<file path="src/common/bpdp_pkg.sv">
// Purpose: Shared constants and types for the port D pin block.
// Assumes: 32-bit APB data, 12-bit byte address, eight pins.
// Notes:   Offsets are byte addresses of aligned 32-bit words.
package bpdp_pkg;

  // Port geometry
  localparam int          BPDP_PINS      = 8;
  localparam int          BPDP_AW        = 12;
  localparam int          BPDP_DW        = 32;

  // Register byte offsets
  localparam logic [11:0] OFS_PIN        = 12'h000;
  localparam logic [11:0] OFS_DIR        = 12'h004;
  localparam logic [11:0] OFS_LAT        = 12'h008;
  localparam logic [11:0] OFS_EDIR       = 12'h00C;
  localparam logic [11:0] OFS_ANA        = 12'h010;
  localparam logic [11:0] OFS_PWM        = 12'h014;
  localparam logic [11:0] OFS_STAT       = 12'h018;

  // Reset values
  localparam logic [7:0]  RST_DIR        = 8'hFF;
  localparam logic [7:0]  RST_LAT        = 8'h00;
  localparam logic [7:0]  RST_EDIR       = 8'h07;
  localparam logic [7:0]  RST_ANA        = 8'h0F;
  localparam logic [7:0]  RST_PAD_OUT    = 8'h00;
  localparam logic [7:0]  RST_PAD_OE     = 8'h00;

  // Field positions
  localparam int          PSP_EN_BIT     = 4;
  localparam int          PWM_MODE_LSB   = 0;
  localparam int          STAT_PSP_BIT   = 0;
  localparam int          STAT_TTL_BIT   = 1;
  localparam int          STAT_OE_LSB    = 8;
  localparam int          STAT_PWM_LSB   = 16;

  // Pins that can carry a comparator input
  localparam logic [7:0]  ANALOG_PIN_MASK = 8'h0F;

  // Pins carrying pwm channels A to D
  localparam int          PWM_A_PIN      = 4;
  localparam int          PWM_B_PIN      = 5;
  localparam int          PWM_C_PIN      = 6;
  localparam int          PWM_D_PIN      = 7;

  // Enhanced pwm output modes
  typedef enum logic [1:0] {
    PWM_OFF,
    PWM_SINGLE,
    PWM_DUAL,
    PWM_QUAD
  } bpdp_pwm_mode_t;

  // Register selected by an address
  typedef enum logic [2:0] {
    REG_PIN,
    REG_DIR,
    REG_LAT,
    REG_EDIR,
    REG_ANA,
    REG_PWM,
    REG_STAT,
    REG_NONE
  } bpdp_reg_t;

  // APB slave states
  typedef enum logic [0:0] {
    ST_IDLE,
    ST_ACCESS
  } bpdp_apb_state_t;

  // APB request from the master
  typedef struct packed {
    logic [11:0] paddr;
    logic        psel;
    logic        penable;
    logic        pwrite;
    logic [31:0] pwdata;
  } bpdp_apb_req_t;

  // APB answer to the master
  typedef struct packed {
    logic [31:0] prdata;
    logic        pready;
    logic        pslverr;
  } bpdp_apb_rsp_t;

  // Pwm channel levels from the pwm unit
  typedef struct packed {
    logic d;
    logic c;
    logic b;
    logic a;
  } bpdp_pwm_t;

endpackage

</file>
<file path="src/logic/bpdp_in_stage.sv">
// Purpose: Samples the pad inputs and applies the analog override.
// Assumes: Pad inputs are synchronous to CORE_CLK.
// Notes:   Buffer threshold choice is driven out to the pad cell.
`timescale 1ns/1ps
module bpdp_in_stage (
  input  wire logic       clk,        // Core clock
  input  wire logic       rst,        // Sync reset, high
  input  wire logic       ce,         // Clock enable
  input  wire logic [7:0] pad_in,     // Pad levels
  input  wire logic [7:0] ana_sel,    // Analog selected pins
  input  wire logic       psp_act,    // Slave port active
  output logic      [7:0] pins_q,     // Sampled levels
  output logic            ttl_sel_q   // Threshold select
);
  import bpdp_pkg::*;

  logic [7:0] pins_d;

  // Analog pins read low, others pass through
  always_comb begin
    pins_d = pad_in & ~(ana_sel & ANALOG_PIN_MASK);
  end

  // Sample register for the digital input path
  always_ff @(posedge clk) begin
    if (rst) begin
      pins_q <= 8'h00;
    end else if (ce) begin
      pins_q <= pins_d;
    end
  end

  // Schmitt buffers normally, TTL in slave port mode
  always_ff @(posedge clk) begin
    if (rst) begin
      ttl_sel_q <= 1'b0;
    end else if (ce) begin
      ttl_sel_q <= psp_act;
    end
  end

endmodule

</file>
<file path="src/logic/bpdp_pin_mux.sv">
// Purpose: Per-pin output selection between latch, pwm and slave port.
// Assumes: All selects are already resolved by the register block.
// Notes:   Outputs are registered, so pads change one cycle later.
`timescale 1ns/1ps
module bpdp_pin_mux (
  input  wire logic       clk,        // Core clock
  input  wire logic       rst,        // Sync reset, high
  input  wire logic       ce,         // Clock enable
  input  wire logic [7:0] dir,        // Direction, 1 = input
  input  wire logic [7:0] lat,        // Output latch
  input  wire logic       psp_act,    // Slave port active
  input  wire logic [7:0] psp_dout,   // Slave port data out
  input  wire logic [7:0] psp_doe,    // Slave port drive enable
  input  wire logic [7:0] pwm_en,     // Pwm channel on this pin
  input  wire logic [7:0] pwm_val,    // Pwm level on this pin
  output logic      [7:0] out_q,      // Pad output level
  output logic      [7:0] oe_q        // Pad output enable
);
  import bpdp_pkg::*;

  genvar i;
  generate
    for (i = 0; i < BPDP_PINS; i++) begin : g_pin
      logic out_d;
      logic oe_d;

      // Slave port first, then pwm, then the latch
      always_comb begin
        out_d = lat[i];
        oe_d  = ~dir[i];
        if (psp_act) begin
          out_d = psp_dout[i];
          oe_d  = psp_doe[i];
        end else if (pwm_en[i] && !dir[i]) begin
          out_d = pwm_val[i];
          oe_d  = 1'b1;
        end
      end

      // Registered pad drive, released at reset
      always_ff @(posedge clk) begin
        if (rst) begin
          out_q[i] <= RST_PAD_OUT[i];
          oe_q[i]  <= RST_PAD_OE[i];
        end else if (ce) begin
          out_q[i] <= out_d;
          oe_q[i]  <= oe_d;
        end
      end
    end
  endgenerate

endmodule

</file>
<file path="src/logic/bpdp_port.sv">
// Purpose: Eight-pin bidirectional port with APB registers.
// Assumes: One clock; pads resolve the wire from PAD_OE outside.
// Notes:   Zero-wait APB slave; pad drive lags a write by one cycle.
`timescale 1ns/1ps
module bpdp_port #(
  parameter int WIDTH = 8                        // Pin count
) (
  input  wire logic                    CORE_CLK,    // Core clock
  input  wire logic                    RESET,       // Sync reset, high
  input  wire logic                    CORE_CE,     // Clock enable
  input  wire bpdp_pkg::bpdp_apb_req_t APB_REQ,     // APB request
  output bpdp_pkg::bpdp_apb_rsp_t      APB_RSP,     // APB answer
  input  wire logic [7:0]              PAD_IN,      // Pad levels
  output logic      [7:0]              PAD_OUT,     // Pad drive level
  output logic      [7:0]              PAD_OE,      // Pad drive enable
  output logic                         PAD_TTL_SEL, // 1 = TTL buffers
  output logic                         PSP_ACTIVE,  // Slave port active
  output logic      [7:0]              PSP_DIN,     // Pins to slave port
  input  wire logic [7:0]              PSP_DOUT,    // Slave port data
  input  wire logic [7:0]              PSP_DOE,     // Slave port enable
  input  wire bpdp_pkg::bpdp_pwm_t     PWM_IN       // Pwm channel levels
);
  import bpdp_pkg::*;

  // Elaboration check on the pin count
  generate
    if (WIDTH != BPDP_PINS) begin : g_bad_width
      $error("bpdp_port supports exactly eight pins");
    end
  endgenerate

  // Register state
  logic            [7:0] dir_q;
  logic            [7:0] lat_q;
  logic            [7:0] edir_q;
  logic            [7:0] ana_q;
  bpdp_pwm_mode_t        pwm_mode_q;

  // Bus state
  bpdp_apb_state_t       state_q;
  bpdp_apb_state_t       state_d;
  logic           [31:0] prdata_q;
  logic           [31:0] prdata_d;
  logic                  pslverr_q;
  logic                  pslverr_d;

  // Derived controls
  logic                  psp_act;
  logic                  pwm_multi;
  logic            [7:0] pwm_en;
  logic            [7:0] pwm_val;
  logic            [7:0] pins_q;
  logic                  ttl_sel_q;
  logic            [7:0] pad_out_q;
  logic            [7:0] pad_oe_q;

  // Bus events
  logic                  setup_ev;
  logic                  wr_ev;
  bpdp_reg_t             rd_sel;
  bpdp_reg_t             wr_sel;

  // Address to register, shared by read and write paths
  function automatic bpdp_reg_t bpdp_decode(input logic [11:0] addr);
    bpdp_reg_t sel;
    sel = REG_NONE;
    if (addr == OFS_PIN) begin
      sel = REG_PIN;
    end else if (addr == OFS_DIR) begin
      sel = REG_DIR;
    end else if (addr == OFS_LAT) begin
      sel = REG_LAT;
    end else if (addr == OFS_EDIR) begin
      sel = REG_EDIR;
    end else if (addr == OFS_ANA) begin
      sel = REG_ANA;
    end else if (addr == OFS_PWM) begin
      sel = REG_PWM;
    end else if (addr == OFS_STAT) begin
      sel = REG_STAT;
    end else begin
      sel = REG_NONE;
    end
    return sel;
  endfunction

  // Setup cycle and the completing access edge
  always_comb begin
    setup_ev = APB_REQ.psel && !APB_REQ.penable;
    wr_ev    = (state_q == ST_ACCESS) && APB_REQ.psel &&
               APB_REQ.penable && APB_REQ.pwrite;
    rd_sel   = bpdp_decode(APB_REQ.paddr);
    wr_sel   = bpdp_decode(APB_REQ.paddr);
  end

  // Slave port needs its enable bit and no multi-output pwm
  always_comb begin
    pwm_multi = (pwm_mode_q == PWM_DUAL) || (pwm_mode_q == PWM_QUAD);
    psp_act   = edir_q[PSP_EN_BIT] && !pwm_multi;
  end

  // Pwm channels claimed per mode, mapped onto their pins
  always_comb begin
    pwm_en  = 8'h00;
    pwm_val = 8'h00;
    pwm_val[PWM_A_PIN] = PWM_IN.a;
    pwm_val[PWM_B_PIN] = PWM_IN.b;
    pwm_val[PWM_C_PIN] = PWM_IN.c;
    pwm_val[PWM_D_PIN] = PWM_IN.d;
    case (pwm_mode_q)
      PWM_OFF: begin
        pwm_en = 8'h00;
      end
      PWM_SINGLE: begin
        pwm_en[PWM_A_PIN] = 1'b1;
      end
      PWM_DUAL: begin
        pwm_en[PWM_A_PIN] = 1'b1;
        pwm_en[PWM_B_PIN] = 1'b1;
      end
      PWM_QUAD: begin
        pwm_en[PWM_A_PIN] = 1'b1;
        pwm_en[PWM_B_PIN] = 1'b1;
        pwm_en[PWM_C_PIN] = 1'b1;
        pwm_en[PWM_D_PIN] = 1'b1;
      end
      default: begin
        pwm_en = 8'h00;
      end
    endcase
  end

  // Direction register, all inputs after reset
  always_ff @(posedge CORE_CLK) begin
    if (RESET) begin
      dir_q <= RST_DIR;
    end else if (CORE_CE && wr_ev && wr_sel == REG_DIR) begin
      dir_q <= APB_REQ.pwdata[7:0];
    end
  end

  // Output latch, written through pin or latch address
  always_ff @(posedge CORE_CLK) begin
    if (RESET) begin
      lat_q <= RST_LAT;
    end else if (CORE_CE && wr_ev &&
                 (wr_sel == REG_PIN || wr_sel == REG_LAT)) begin
      lat_q <= APB_REQ.pwdata[7:0];
    end
  end

  // Port E direction register holding the slave enable
  always_ff @(posedge CORE_CLK) begin
    if (RESET) begin
      edir_q <= RST_EDIR;
    end else if (CORE_CE && wr_ev && wr_sel == REG_EDIR) begin
      edir_q <= APB_REQ.pwdata[7:0];
    end
  end

  // Analog select, comparator pins analog after reset
  always_ff @(posedge CORE_CLK) begin
    if (RESET) begin
      ana_q <= RST_ANA;
    end else if (CORE_CE && wr_ev && wr_sel == REG_ANA) begin
      ana_q <= APB_REQ.pwdata[7:0] & ANALOG_PIN_MASK;
    end
  end

  // Pwm output mode
  always_ff @(posedge CORE_CLK) begin
    if (RESET) begin
      pwm_mode_q <= PWM_OFF;
    end else if (CORE_CE && wr_ev && wr_sel == REG_PWM) begin
      pwm_mode_q <= bpdp_pwm_mode_t'(APB_REQ.pwdata[PWM_MODE_LSB +: 2]);
    end
  end

  // Bus state: setup moves to access, access ends after one cycle
  always_comb begin
    state_d = state_q;
    case (state_q)
      ST_IDLE: begin
        if (setup_ev) begin
          state_d = ST_ACCESS;
        end
      end
      ST_ACCESS: begin
        state_d = ST_IDLE;
      end
      default: begin
        state_d = ST_IDLE;
      end
    endcase
  end

  always_ff @(posedge CORE_CLK) begin
    if (RESET) begin
      state_q <= ST_IDLE;
    end else if (CORE_CE) begin
      state_q <= state_d;
    end
  end

  // Read data and error, picked in the setup cycle
  always_comb begin
    prdata_d  = prdata_q;
    pslverr_d = pslverr_q;
    if (setup_ev && state_q == ST_IDLE) begin
      prdata_d  = 32'h0000_0000;
      pslverr_d = 1'b0;
      if (rd_sel == REG_PIN) begin
        prdata_d[7:0] = pins_q;
      end else if (rd_sel == REG_DIR) begin
        prdata_d[7:0] = dir_q;
      end else if (rd_sel == REG_LAT) begin
        prdata_d[7:0] = lat_q;
      end else if (rd_sel == REG_EDIR) begin
        prdata_d[7:0] = edir_q;
      end else if (rd_sel == REG_ANA) begin
        prdata_d[7:0] = ana_q;
      end else if (rd_sel == REG_PWM) begin
        prdata_d[PWM_MODE_LSB +: 2] = pwm_mode_q;
      end else if (rd_sel == REG_STAT) begin
        prdata_d[STAT_PSP_BIT]      = psp_act;
        prdata_d[STAT_TTL_BIT]      = ttl_sel_q;
        prdata_d[STAT_OE_LSB +: 8]  = pad_oe_q;
        prdata_d[STAT_PWM_LSB +: 8] = pwm_en;
      end else begin
        pslverr_d = 1'b1;
      end
    end
  end

  always_ff @(posedge CORE_CLK) begin
    if (RESET) begin
      prdata_q  <= 32'h0000_0000;
      pslverr_q <= 1'b0;
    end else if (CORE_CE) begin
      prdata_q  <= prdata_d;
      pslverr_q <= pslverr_d;
    end
  end

  // Input sampling and buffer threshold
  bpdp_in_stage u_in (
    .clk       (CORE_CLK),
    .rst       (RESET),
    .ce        (CORE_CE),
    .pad_in    (PAD_IN),
    .ana_sel   (ana_q),
    .psp_act   (psp_act),
    .pins_q    (pins_q),
    .ttl_sel_q (ttl_sel_q)
  );

  // Output selection per pin
  bpdp_pin_mux u_mux (
    .clk      (CORE_CLK),
    .rst      (RESET),
    .ce       (CORE_CE),
    .dir      (dir_q),
    .lat      (lat_q),
    .psp_act  (psp_act),
    .psp_dout (PSP_DOUT),
    .psp_doe  (PSP_DOE),
    .pwm_en   (pwm_en),
    .pwm_val  (pwm_val),
    .out_q    (pad_out_q),
    .oe_q     (pad_oe_q)
  );

  // Outputs
  always_comb begin
    APB_RSP.prdata  = prdata_q;
    APB_RSP.pready  = (state_q == ST_ACCESS);
    APB_RSP.pslverr = pslverr_q && (state_q == ST_ACCESS);
    PAD_OUT         = pad_out_q;
    PAD_OE          = pad_oe_q;
    PAD_TTL_SEL     = ttl_sel_q;
    PSP_ACTIVE      = psp_act;
    PSP_DIN         = pins_q;
  end

endmodule

</file>
<file path="config.mk">
export PLATFORM = sky130hd
export DESIGN_NAME = bpdp_port
export DESIGN_NICKNAME = d
export VERILOG_FILES = /design/src/common/bpdp_pkg.sv /design/src/logic/bpdp_in_stage.sv /design/src/logic/bpdp_pin_mux.sv /design/src/logic/bpdp_port.sv
export SDC_FILE = /design/constraint.sdc
export NUM_CORES = 1
export LEC_CHECK = 0
export BUFFER_PORTS_ARGS = -buffer_cell sky130_fd_sc_hd__buf_2
export CORE_MARGIN = 2
export CORE_UTILIZATION = 53
export CTS_CLUSTER_SIZE = 20
export DETAILED_ROUTE_END_ITERATION = 16
export GPL_TIMING_DRIVEN = 0
export PLACE_DENSITY = 0.85
export SYNTH_ARGS = -nofsm -noshare
export SYNTH_HDL_FRONTEND = slang
export SYNTH_HIERARCHICAL = 1
export SYNTH_SLANG_ARGS = --single-unit
</file>
<file path="constraint.sdc">
create_clock -name CORE_CLK -period 4.5 [get_ports CORE_CLK]
set_input_delay 0.225 -clock CORE_CLK [delete_from_list [all_inputs] [get_ports CORE_CLK]]
set_output_delay 0.225 -clock CORE_CLK [all_outputs]
set_load 0.02 [all_outputs]
</file>
==> out/metrics.yaml, run 1 <==
drt:
  drt-pass1-iter-count: 4
  num_vias: 3472
  routed_wl_um: 10000
  via_per_inst: 5.43
  drtIter0Drc: 225
  drtAntennaViolNets: 0
  drc_errors: 0
  wl_per_cell_um: 15.7
logic_synthesis:
  synthTopCellsByArea: "dfxtp_1 (41%), nor2_1 (6.8%), mux2i_1 (5.7%)"
  yosys.area_share.simple_pct: 26.7
  synth_adder_area_share_pct: 0
  synth_compound_area_share_pct: 15.7
  avgSynthCellArea_um2: 9.07
  ys_async_sr_fraction_pct: 0
  synth_top_family_by_area: "simple AND/OR/NAND/NOR gates"
  yosysTopAreaCellShare_pct: 40.9
  ys_types: 50
  yosysTopAreaCell: "dfxtp_1"
  mappedNetlistArea_mm2: 0.00372
  seq_area_frac_synth_pct: 40.9
  synth_edf_count: 0
  yosys_register_bits: 76
  synth_xor_area_share_pct: 0
  ys_warn_count: 6
  netlist_instances: 410
  ys.flop_type: "dfxtp_1"
  synthMuxAreaShare_pct: 8.99
clock_tree:
  clock_path_buffers: 2
  clk_pin_slew_ps: 80
  cts_made_buffers: 9
  ctsHoldBuffers: 0
  postCtsSetupBuffers: 0
  root_buffer: "clkbuf_8"
  clk_latency_ps: 350
  h-tree-depth: 3
  cts_resized: 0
  cts.sinks: 76
  cts_tree: "done"
cells_and_area:
  area_growth_syn_to_layout_pct: 23.9
  final_nets: 617
  fillers: 568
  layout-drive-gt1-share_pct: 32.7
  antenna_cells: 0
critical_path:
  crit_slowest_cell: "nor2b_1"
  timing.rr.end: "prdata_q[0]$_SDFFE_PP0P_"
  crit_type: "reg -> reg"
  crit_path_end_kind: "flop"
  crit_chain: "nor2b_1, o22ai_1, a2111oi_0, o21ai_0, o22ai_1"
  slowest_delay_ps: 430
  r2r_setup_slack_ps: 2750
  worstRegToRegCells: 5
  path_common_cell: "o22ai_1"
  worstPathRequired_ps: 4780
  arrival_ps: 2030
  worstReg2RegStart: "pwm_mode_q[1]$_SDFFE_PP0P_"
  cp_max_fo: 7
  crit_path_start_kind: "flop"
hold_path:
  min_to: "u_in/pins_q[7]$_SDFFE_PP0P_"
  hp-class: "in -> reg"
  min_from: "PAD_IN[7]"
  min_path_cells: 3
grt:
  grt_pass1_vias: 3263
  top_usage_layer: "met2"
  use_met3_pct: 2.64
  met1_usage_pct: 35.1
  grt_max_degree: 16
  grt_usage_pct: 26.8
  use_met2_pct: 44.4
  antenna_found_initial: 0
  grt-ovfl-total: 0
  grt_pass1_wl_um: 15900
placement:
  hpwlAfterDp_um: 7730
  place.gp.congestion: 0.959
  pre_cts_ws_ps: 2550
  port_buffers: 99
power:
  p_sw_w: 0.000361
  power_density_mw_per_mm2: 294
  p_int_w: 0.000991
  clkPwrFrac_pct: 39.2
  p_comb_share_pct: 10.1
  swShare_pct: 26.7
  ir_drop_mv: 0.141
  p_leak_nw: 2.00
  sequentialPowerShare_pct: 50.6
die:
  die_w_um: 87.8
  ios: 138
  core_area_mm2: 0.00679
  dieHeight_um: 87.8
  initial_utilization_pct: 54.7
  rows: 30
  fp.dieArea_mm2: 0.00770
timing:
  setup_violations: 0
  fin_ws_ps: 2750
  final.setup.tns_ps: 0
  finalHoldViolCount: 0
  finalCriticalPeriod_ps: 1750
  drv_slew: 0
  tightest_slew_ps: 603
  rsz0062_at_grt: "no"
  fin_crit_sh_pct: 38.8
  finalClockSkew_ps: 7.61
  max_freq_ghz: 0.572
  relSlewSlack_pct: 59.8
job:
  maxCapViolCount: 0
run_status:
  run_status: "finished, final reports clean"
==> per-layer routing <==
metal,share of wire [%],vias to the layer above
met5,0,-
met4,2.5,0
met2,50,122
met1,42,1632
li1,-,1696
met3,5.5,22
==> area by class of cell <==
type                       count  area (um2)  share of cell area [%]
buffer                        45         269                    5.84
clock buffer                   9         124                    2.69
clock inverter                 7        76.3                    1.66
inverter                       3        11.3                   0.245
multi-input combinational    305        1990                    43.2
sequential                    76        1520                    33.0
tap                           96         120                    2.61
timing repair buffer          99         495                    10.8
==> worst max-delay path: cells and delay by family (launching register included) <==
family	cells	cell delay [ps]
AOI/OAI and AO/OA	4	830
and+or+nand+nor	1	430
DFF	1	410
==> how the worst max path moves through the flow <==
stage,end,start,slack (ps),cells after the start
global placement,lat_q[4]$_SDFFE_PP0P_,CORE_CE,2580,6
CTS,prdata_q[0]$_SDFFE_PP0P_,pwm_mode_q[1]$_SDFFE_PP0P_,2770,5
floorplan,prdata_q[0]$_SDFFE_PP0P_,edir_q[4]$_SDFFE_PP0P_,2880,5
global route,prdata_q[12]$_SDFFE_PP0P_,state_q$_SDFFE_PP0P_,2580,6
finish,prdata_q[0]$_SDFFE_PP0P_,pwm_mode_q[1]$_SDFFE_PP0P_,2750,5
detailed placement,lat_q[5]$_SDFFE_PP0P_,CORE_CE,2550,6
==> cell usage after synthesis, drive strengths merged (2+ instances only) <==
cell type and instances:
a211oi 8, a21oi 37, a22oi 13, and2 2, and3 3, and4 3
buf 32, clkbuf 13, dfxtp 76, inv 2, mux2 3, mux2i 21
mux4 4, nand2 7, nand2b 8, nand3 11, nand3b 6, nor2 67
nor2b 20, nor3 31, nor3b 8, nor4 2, o2111ai 2, o22ai 3
o41ai 8, or3b 8
==> logic make-up after synthesis <==
kind of cell	after synthesis
AOI/OAI and AO/OA	79
DFF	76
buffers and inverters	48
and+or+nand+nor	178
muxes	28
other	1
==> power by group through the flow <==
stage           logic, W  registers (W)  clock network, W
2_1_floorplan  0.0000752       0.000705                 0
3_3_place_gp    0.000134       0.000700                 0
3_5_place_dp    0.000135       0.000700                 0
4_1_cts         0.000136       0.000684          0.000532
5_1_grt         0.000148       0.000685          0.000564
6_report        0.000137       0.000685          0.000530
==> state kept, by name (all words and copies together), names as in the netlist <==
name and count:
prdata_q 19, dir_q 8, edir_q 8, lat_q 8, u_in/pins_q 8, u_mux/oe_q 8
u_mux/out_q 8, ana_q 4, pwm_mode_q 2, pslverr_q 1, state_q 1, u_in/ttl_sel_q 1
==> metrics by stage <==
step | instances | utilization [%] | total power [W] | hold WS [ps] | cell area [um2]
finish | 640 | 67.8 | 0.00135 | 109 | 4600
global route | 640 | 67.8 | 0.00140 | 116 | 4600
CTS | 640 | 67.8 | 0.00135 | 103 | 4600
detailed placement | 624 | 64.8 | 0.000835 | 444 | 4400
global placement | 624 | 64.8 | 0.000834 | 442 | 4400
floorplan | 429 | - | 0.000781 | 369 | 3790
==> cell usage in the layout (no fill, tap or decap), drive strengths merged, types with 8 or more instances in the layout <==
cell and n:
a211oi 8, a21oi 37, o41ai 8, conb 20, buf 131, nor2b 20
dfxtp 76, mux2i 21, a22oi 13, nand2b 8, nor2 67, clkbuf 22
nor3 31, or3b 8, nand3 11, nor3b 8
Note: power is estimated with default switching activity, not from simulation.
==> run 2: changes to the inputs <==
- CORE_UTILIZATION: 53 -> 45
- PLACE_DENSITY: 0.85 -> 0.77
- clock period: 4.5 -> 1.5 ns (I/O delays scaled with it)
==> out/metrics.yaml, run 2 (same netlist as run 1, synthesis figures left out) <==
grt:
  grt_pass1_vias: 3329  # was 3263
  grt-ovfl-total: 0  # unchanged
  grt_usage_pct: 24.4  # was 26.8%
  antenna_found_initial: 0  # unchanged
  grt_pass1_wl_um: 16800  # was 15900 um
  grt_max_degree: 17  # was 16
die:
  core_area_mm2: 0.00809  # was 0.00679 mm2
  fp.dieArea_mm2: 0.00900  # was 0.00770 mm2
  ios: 138  # unchanged
  rows: 33  # was 30
  dieHeight_um: 94.9  # was 87.8 um
  die_w_um: 94.9  # was 87.8 um
  initial_utilization_pct: 45.9  # was 54.7%
drt:
  drt-pass1-iter-count: 4  # unchanged
  routed_wl_um: 10600  # was 10000 um
  wl_per_cell_um: 15.9  # was 15.7 um
  drtIter0Drc: 190  # was 225
  drc_errors: 0  # unchanged
  num_vias: 3517  # was 3472
  drtAntennaViolNets: 0  # unchanged
  via_per_inst: 5.26  # was 5.43
cells_and_area:
  layout-drive-gt1-share_pct: 34.5  # was 32.7%
  regMostFlops: "prdata_q"  # unchanged
  largest_reg_flops: 19  # unchanged
  final_area_mm2: 0.00487  # was 0.00460 mm2
  stdcell_count: 668  # was 640
  layout_common_cells: "buf_2 (108), dfxtp_1 (72), nor2_1 (67), a21oi_1 (35), nor3_1 (27)"  # was buf_2 (109), dfxtp_1 (76), nor2_1 (67), a21oi_1 (35), nor3_1 (27)
  final_nets: 636  # was 617
  fillers: 744  # was 568
  multi_input_area_mm2: 0.00204  # was 0.00199 mm2
  antenna_cells: 0  # unchanged
  layout_commonest_cell: "buf_2"  # unchanged
  regArea_mm2: 0.00153  # was 0.00152 mm2
  area_growth_syn_to_layout_pct: 30.9  # was 23.9%
timing:
  fin_ws_ps: 54.6  # was 2750 ps
  drv_slew: 0  # unchanged
  max_freq_ghz: 0.692  # was 0.572 GHz
  fin_crit_sh_pct: 96.4  # was 38.8%
  finalCriticalPeriod_ps: 1450  # was 1750 ps
  finalClockSkew_ps: 11.4  # was 7.61 ps
  tightest_slew_ps: 629  # was 603 ps
  setup_violations: 0  # unchanged
  relSlewSlack_pct: 58.0  # was 59.8%
  rsz0062_at_grt: "yes"  # was no
  finalHoldViolCount: 0  # unchanged
critical_path:
  crit_path_end_kind: "flop"  # unchanged
  cp_max_fo: 3  # was 7
  arrival_ps: 1680  # was 2030 ps
  worstPathRequired_ps: 1730  # was 4780 ps
  crit_path_start_kind: "flop"  # unchanged
  crit_type: "reg -> reg"  # unchanged
  worstRegToRegCells: 5  # unchanged
clock_tree:
  clk_latency_ps: 360  # was 350 ps
  root_buffer: "clkbuf_8"  # unchanged
  cts_tree: "done"  # unchanged
  cts.sinks: 76  # unchanged
  cts_made_buffers: 9  # unchanged
  clk_pin_slew_ps: 90  # was 80 ps
  h-tree-depth: 3  # unchanged
  clock_path_buffers: 2  # unchanged
run_status:
  run_status: "finished, final reports clean"  # unchanged
placement:
  place.gp.congestion: 0.923  # was 0.959
  hpwlAfterDp_um: 7950  # was 7730 um
  port_buffers: 99  # unchanged
  dpl.cell_count: 633  # was 624
  placed_cell_area_mm2: 0.00442  # was 0.00440 mm2
  pre_cts_ws_ps: -316  # was 2550 ps
power:
  ir_drop_mv: 0.459  # was 0.141 mV
  power_density_mw_per_mm2: 828  # was 294 mW/mm2
  finalPower_w: 0.00403  # was 0.00135 W
  p_leak_nw: 2.11  # was 2.00 nW
hold_path:
  hp-class: "in -> reg"  # unchanged
  min_path_cells: 3  # unchanged
job:
  maxCapViolCount: 0  # unchanged
==> run 2: per-stage QoR <==
step,util (%),hold slack (ps),setup TNS (ps)
2_1_floorplan,-,219,0
3_3_place_gp,54.6,310,-6180
3_5_place_dp,54.6,321,-8630
4_1_cts,59.5,34.2,0
5_1_grt,60.1,34.5,-133
6_report,60.1,38.3,0
==> run 2: final timing paths <==
path         slack [ps]                   endpoint                       from
max                  50   prdata_q[2]$_SDFFE_PP0P_      lat_q[2]$_SDFFE_PP0P_
min                  40      lat_q[0]$_SDFFE_PP0P_                 APB_REQ[0]
max reg2reg          50   prdata_q[2]$_SDFFE_PP0P_      lat_q[2]$_SDFFE_PP0P_
min reg2reg         450  prdata_q[20]$_SDFFE_PP0P_  prdata_q[20]$_SDFFE_PP0P_
==> run 2: worst max-delay path: stages (launching register included) <==
cell and delay, ps:
dfxtp_2 350, mux2_2 260, a32o_1 270, a41o_1 240
a22oi_1 160, nor2_1 50
==> run 2: repair_timing <==
| item | in CTS | in global routing |
|---|---|---|
| pin swaps | 4 | 3 |
| hold buffers | 14 | 0 |
| resized for setup | 6 | 15 |
| endpoints found under the setup margin | 27 | 23 |
| buffers inserted | 5 | 1 |
| hold endpoints to repair | 17 | 0 |
==> run 2: power breakdown <==
part / switching [W] / internal (W)
Combinational: 0.000266 / 0.000191
Sequential: 0.0000188 / 0.00203
Clock: 0.000876 / 0.000644
Total: 0.00116 / 0.00287
==> run 2: area by class of cell <==
| type | instances | share of cell area, % |
|---|---|---|
| Inverter | 3 | 0.231 |
| Tap cell | 105 | 2.70 |
| Clock inverter | 7 | 1.34 |
| Sequential cell | 76 | 31.5 |
| Clock buffer | 9 | 2.55 |
| Buffer | 45 | 5.66 |
| Multi-Input combinational cell | 305 | 42.0 |
| Timing Repair Buffer | 118 | 14.1 |
==> run 2: layer usage <==
| metal | part of all wire [%] | wire length (um) | vias to the layer above | global-route usage, % |
|---|---|---|---|---|
| li1 | - | - | 1735 | - |
| met1 | 44 | 4670 | 1649 | 31.9 |
| met2 | 49 | 5230 | 118 | 41.0 |
| met3 | 5.3 | 560 | 15 | 3.11 |
| met4 | 1.6 | 168 | 0 | 9.06 |
| met5 | 0 | 0 | - | 0 |
==> run 3: changes to the inputs <==
- REMOVE_ABC_BUFFERS: default -> 1
==> out/metrics.yaml, run 3 (same netlist as run 1, synthesis figures left out) <==
cells_and_area:
  final_area_mm2: 0.00470  # was 0.00487 mm2
  fillers: 742  # was 744
  largest_reg_flops: 19  # unchanged
  layout_common_cells: "buf_2 (99), dfxtp_1 (73), nor2_1 (65), a21oi_1 (35), nor3_1 (27)"  # was buf_2 (108), dfxtp_1 (72), nor2_1 (67), a21oi_1 (35), nor3_1 (27)
  final_nets: 601  # was 636
  final_core_util_pct: 58.1  # was 60.1%
  layout_commonest_cell: "buf_2"  # unchanged
  stdcell_count: 633  # was 668
  antenna_cells: 0  # unchanged
  layout-drive-gt1-share_pct: 33.3  # was 34.5%
  multi_input_area_mm2: 0.00212  # was 0.00204 mm2
  regMostFlops: "prdata_q"  # unchanged
  regArea_mm2: 0.00153  # about the same
  area_growth_syn_to_layout_pct: 26.6  # was 30.9%
timing:
  fin_crit_sh_pct: 94.8  # was 96.4%
  setup_violations: 0  # unchanged
  rsz0062_at_grt: "yes"  # unchanged
  relSlewSlack_pct: 39.2  # was 58.0%
  finalCriticalPeriod_ps: 1420  # was 1450 ps
  tightest_slew_ps: 912  # was 629 ps
  final.setup.tns_ps: 0  # unchanged
  finalClockSkew_ps: 5.97  # was 11.4 ps
  finalHoldViolCount: 0  # unchanged
  max_freq_ghz: 0.704  # was 0.692 GHz
  drv_slew: 0  # unchanged
critical_path:
  timing.rr.end: "prdata_q[0]$_SDFFE_PP0P_"  # was prdata_q[2]$_SDFFE_PP0P_
  crit_path_end_kind: "flop"  # unchanged
  crit_start: "state_q$_SDFFE_PP0P_"  # was lat_q[2]$_SDFFE_PP0P_
  arrival_ps: 1690  # was 1680 ps
  crit_end: "prdata_q[0]$_SDFFE_PP0P_"  # was prdata_q[2]$_SDFFE_PP0P_
  worstPathRequired_ps: 1770  # was 1730 ps
  worstRegToRegCells: 6  # was 5
  worstReg2RegStart: "state_q$_SDFFE_PP0P_"  # was lat_q[2]$_SDFFE_PP0P_
  crit_type: "reg -> reg"  # unchanged
  cp_max_fo: 7  # was 3
  crit_path_start_kind: "flop"  # unchanged
  r2r_setup_slack_ps: 80  # was 50 ps
drt:
  drc_errors: 0  # unchanged
  drt-pass1-iter-count: 4  # unchanged
  wl_per_cell_um: 16.3  # was 15.9 um
  via_per_inst: 5.42  # was 5.26
  routed_wl_um: 10300  # was 10600 um
  drtIter0Drc: 196  # was 190
  num_vias: 3433  # was 3517
  drtAntennaViolNets: 0  # unchanged
clock_tree:
  clock_path_buffers: 2  # unchanged
  h-tree-depth: 3  # unchanged
  root_buffer: "clkbuf_8"  # unchanged
  clk_latency_ps: 350  # was 360 ps
  cts_made_buffers: 9  # unchanged
  cts_tree: "done"  # unchanged
  clk_pin_slew_ps: 70  # was 90 ps
  cts.sinks: 76  # unchanged
grt:
  grt_pass1_wl_um: 15700  # was 16800 um
  grt_max_degree: 92  # was 17
  grt_pass1_vias: 3216  # was 3329
  antenna_found_initial: 0  # unchanged
  grt_usage_pct: 22.7  # was 24.4%
  grt-ovfl-total: 0  # unchanged
power:
  p_int_w: 0.00293  # was 0.00287 W
  p_sw_w: 0.000988  # was 0.00116 W
  ir_drop_mv: 0.390  # was 0.459 mV
  power_density_mw_per_mm2: 833  # was 828 mW/mm2
  p_comb_share_pct: 10.5  # was 11.3%
  clkPwrFrac_pct: 37.2  # was 37.7%
  p_leak_nw: 1.98  # was 2.11 nW
  swShare_pct: 25.2  # was 28.8%
  sequentialPowerShare_pct: 52.3  # was 50.9%
die:
  initial_utilization_pct: 45.9  # unchanged
  dieHeight_um: 94.9  # unchanged
  rows: 33  # unchanged
  die_w_um: 94.9  # unchanged
  ios: 138  # unchanged
  fp.dieArea_mm2: 0.00900  # unchanged
  core_area_mm2: 0.00809  # unchanged
placement:
  port_buffers: 101  # was 99
  hpwlAfterDp_um: 6270  # was 7950 um
  dpl.cell_count: 592  # was 633
  placed_cell_area_mm2: 0.00419  # was 0.00442 mm2
  place.gp.congestion: 0.862  # was 0.923
hold_path:
  hp-class: "in -> reg"  # unchanged
run_status:
  run_status: "finished, final reports clean"  # unchanged
job:
  maxCapViolCount: 0  # unchanged
[run 3: worst max-delay path, stage by stage, from the launching register on]
cell and delay, ps:
dfxtp_4 380, nor4bb_4 300, buf_4 180, buf_6 130, and4_1 180, a21oi_1 40, o22ai_1 140
[run 3: final cells by class]
class	count	share of cell area, %
Multi-Input combinational cell	309	45.1
Tap cell	105	2.79
Sequential cell	76	32.5
Inverter	3	0.319
Clock buffer	15	3.75
Clock inverter	1	0.106
Timing Repair Buffer	124	15.4
[run 3: worst min path at each step]
stage               cells past startpoint  slack [ps]                           to        from
floorplan                               1         140    prdata_q[20]$_SDFFE_PP0P_       RESET
global placement                        3         310  u_in/pins_q[6]$_SDFFE_PP0P_   PAD_IN[6]
detailed placement                      3         320  u_in/pins_q[5]$_SDFFE_PP0P_   PAD_IN[5]
CTS                                     3           7        lat_q[2]$_SDFFE_PP0P_  APB_REQ[2]
global route                            3          20   pwm_mode_q[1]$_SDFFE_PP0P_  APB_REQ[1]
finish                                  3           8        lat_q[2]$_SDFFE_PP0P_  APB_REQ[2]
[run 3: metal layers]
metal  share of wire, %  track usage (%)  vias up
met5                  0                0        -
met4                1.3             7.97        0
met3                5.7             4.07       12
met2                 48             38.9      120
met1                 45             28.7     1634
li1                   -                -     1667
[run 3: metrics by stage]
step                worst slack, ps  total power [W]  hold slack, ps
detailed placement            -1730          0.00245             320
global placement              -2660          0.00244             310
CTS                           -85.8          0.00392            6.81
floorplan                     -1250          0.00225             144
finish                         78.6          0.00392            8.11
global route                  -14.2          0.00407            19.0
[run 3: power groups by stage]
stage / sequential, W / combinational [W] / clock, W
2_1_floorplan: 0.00212 / 0.000135 / 0
3_3_place_gp: 0.00210 / 0.000344 / 0
3_5_place_dp: 0.00210 / 0.000353 / 0
4_1_cts: 0.00205 / 0.000387 / 0.00149
5_1_grt: 0.00205 / 0.000447 / 0.00157
6_report: 0.00205 / 0.000411 / 0.00146
[run 3: what timing repair did]
item | 4_1_cts | 5_1_grt
setup endpoints to repair | 67 | 36
resized for setup | 15 | 14
cloned | 2 | 2
pin swaps | 3 | 6
hold endpoints to repair | 14 | 0
setup buffers | 6 | 3
hold buffers | 12 | 0
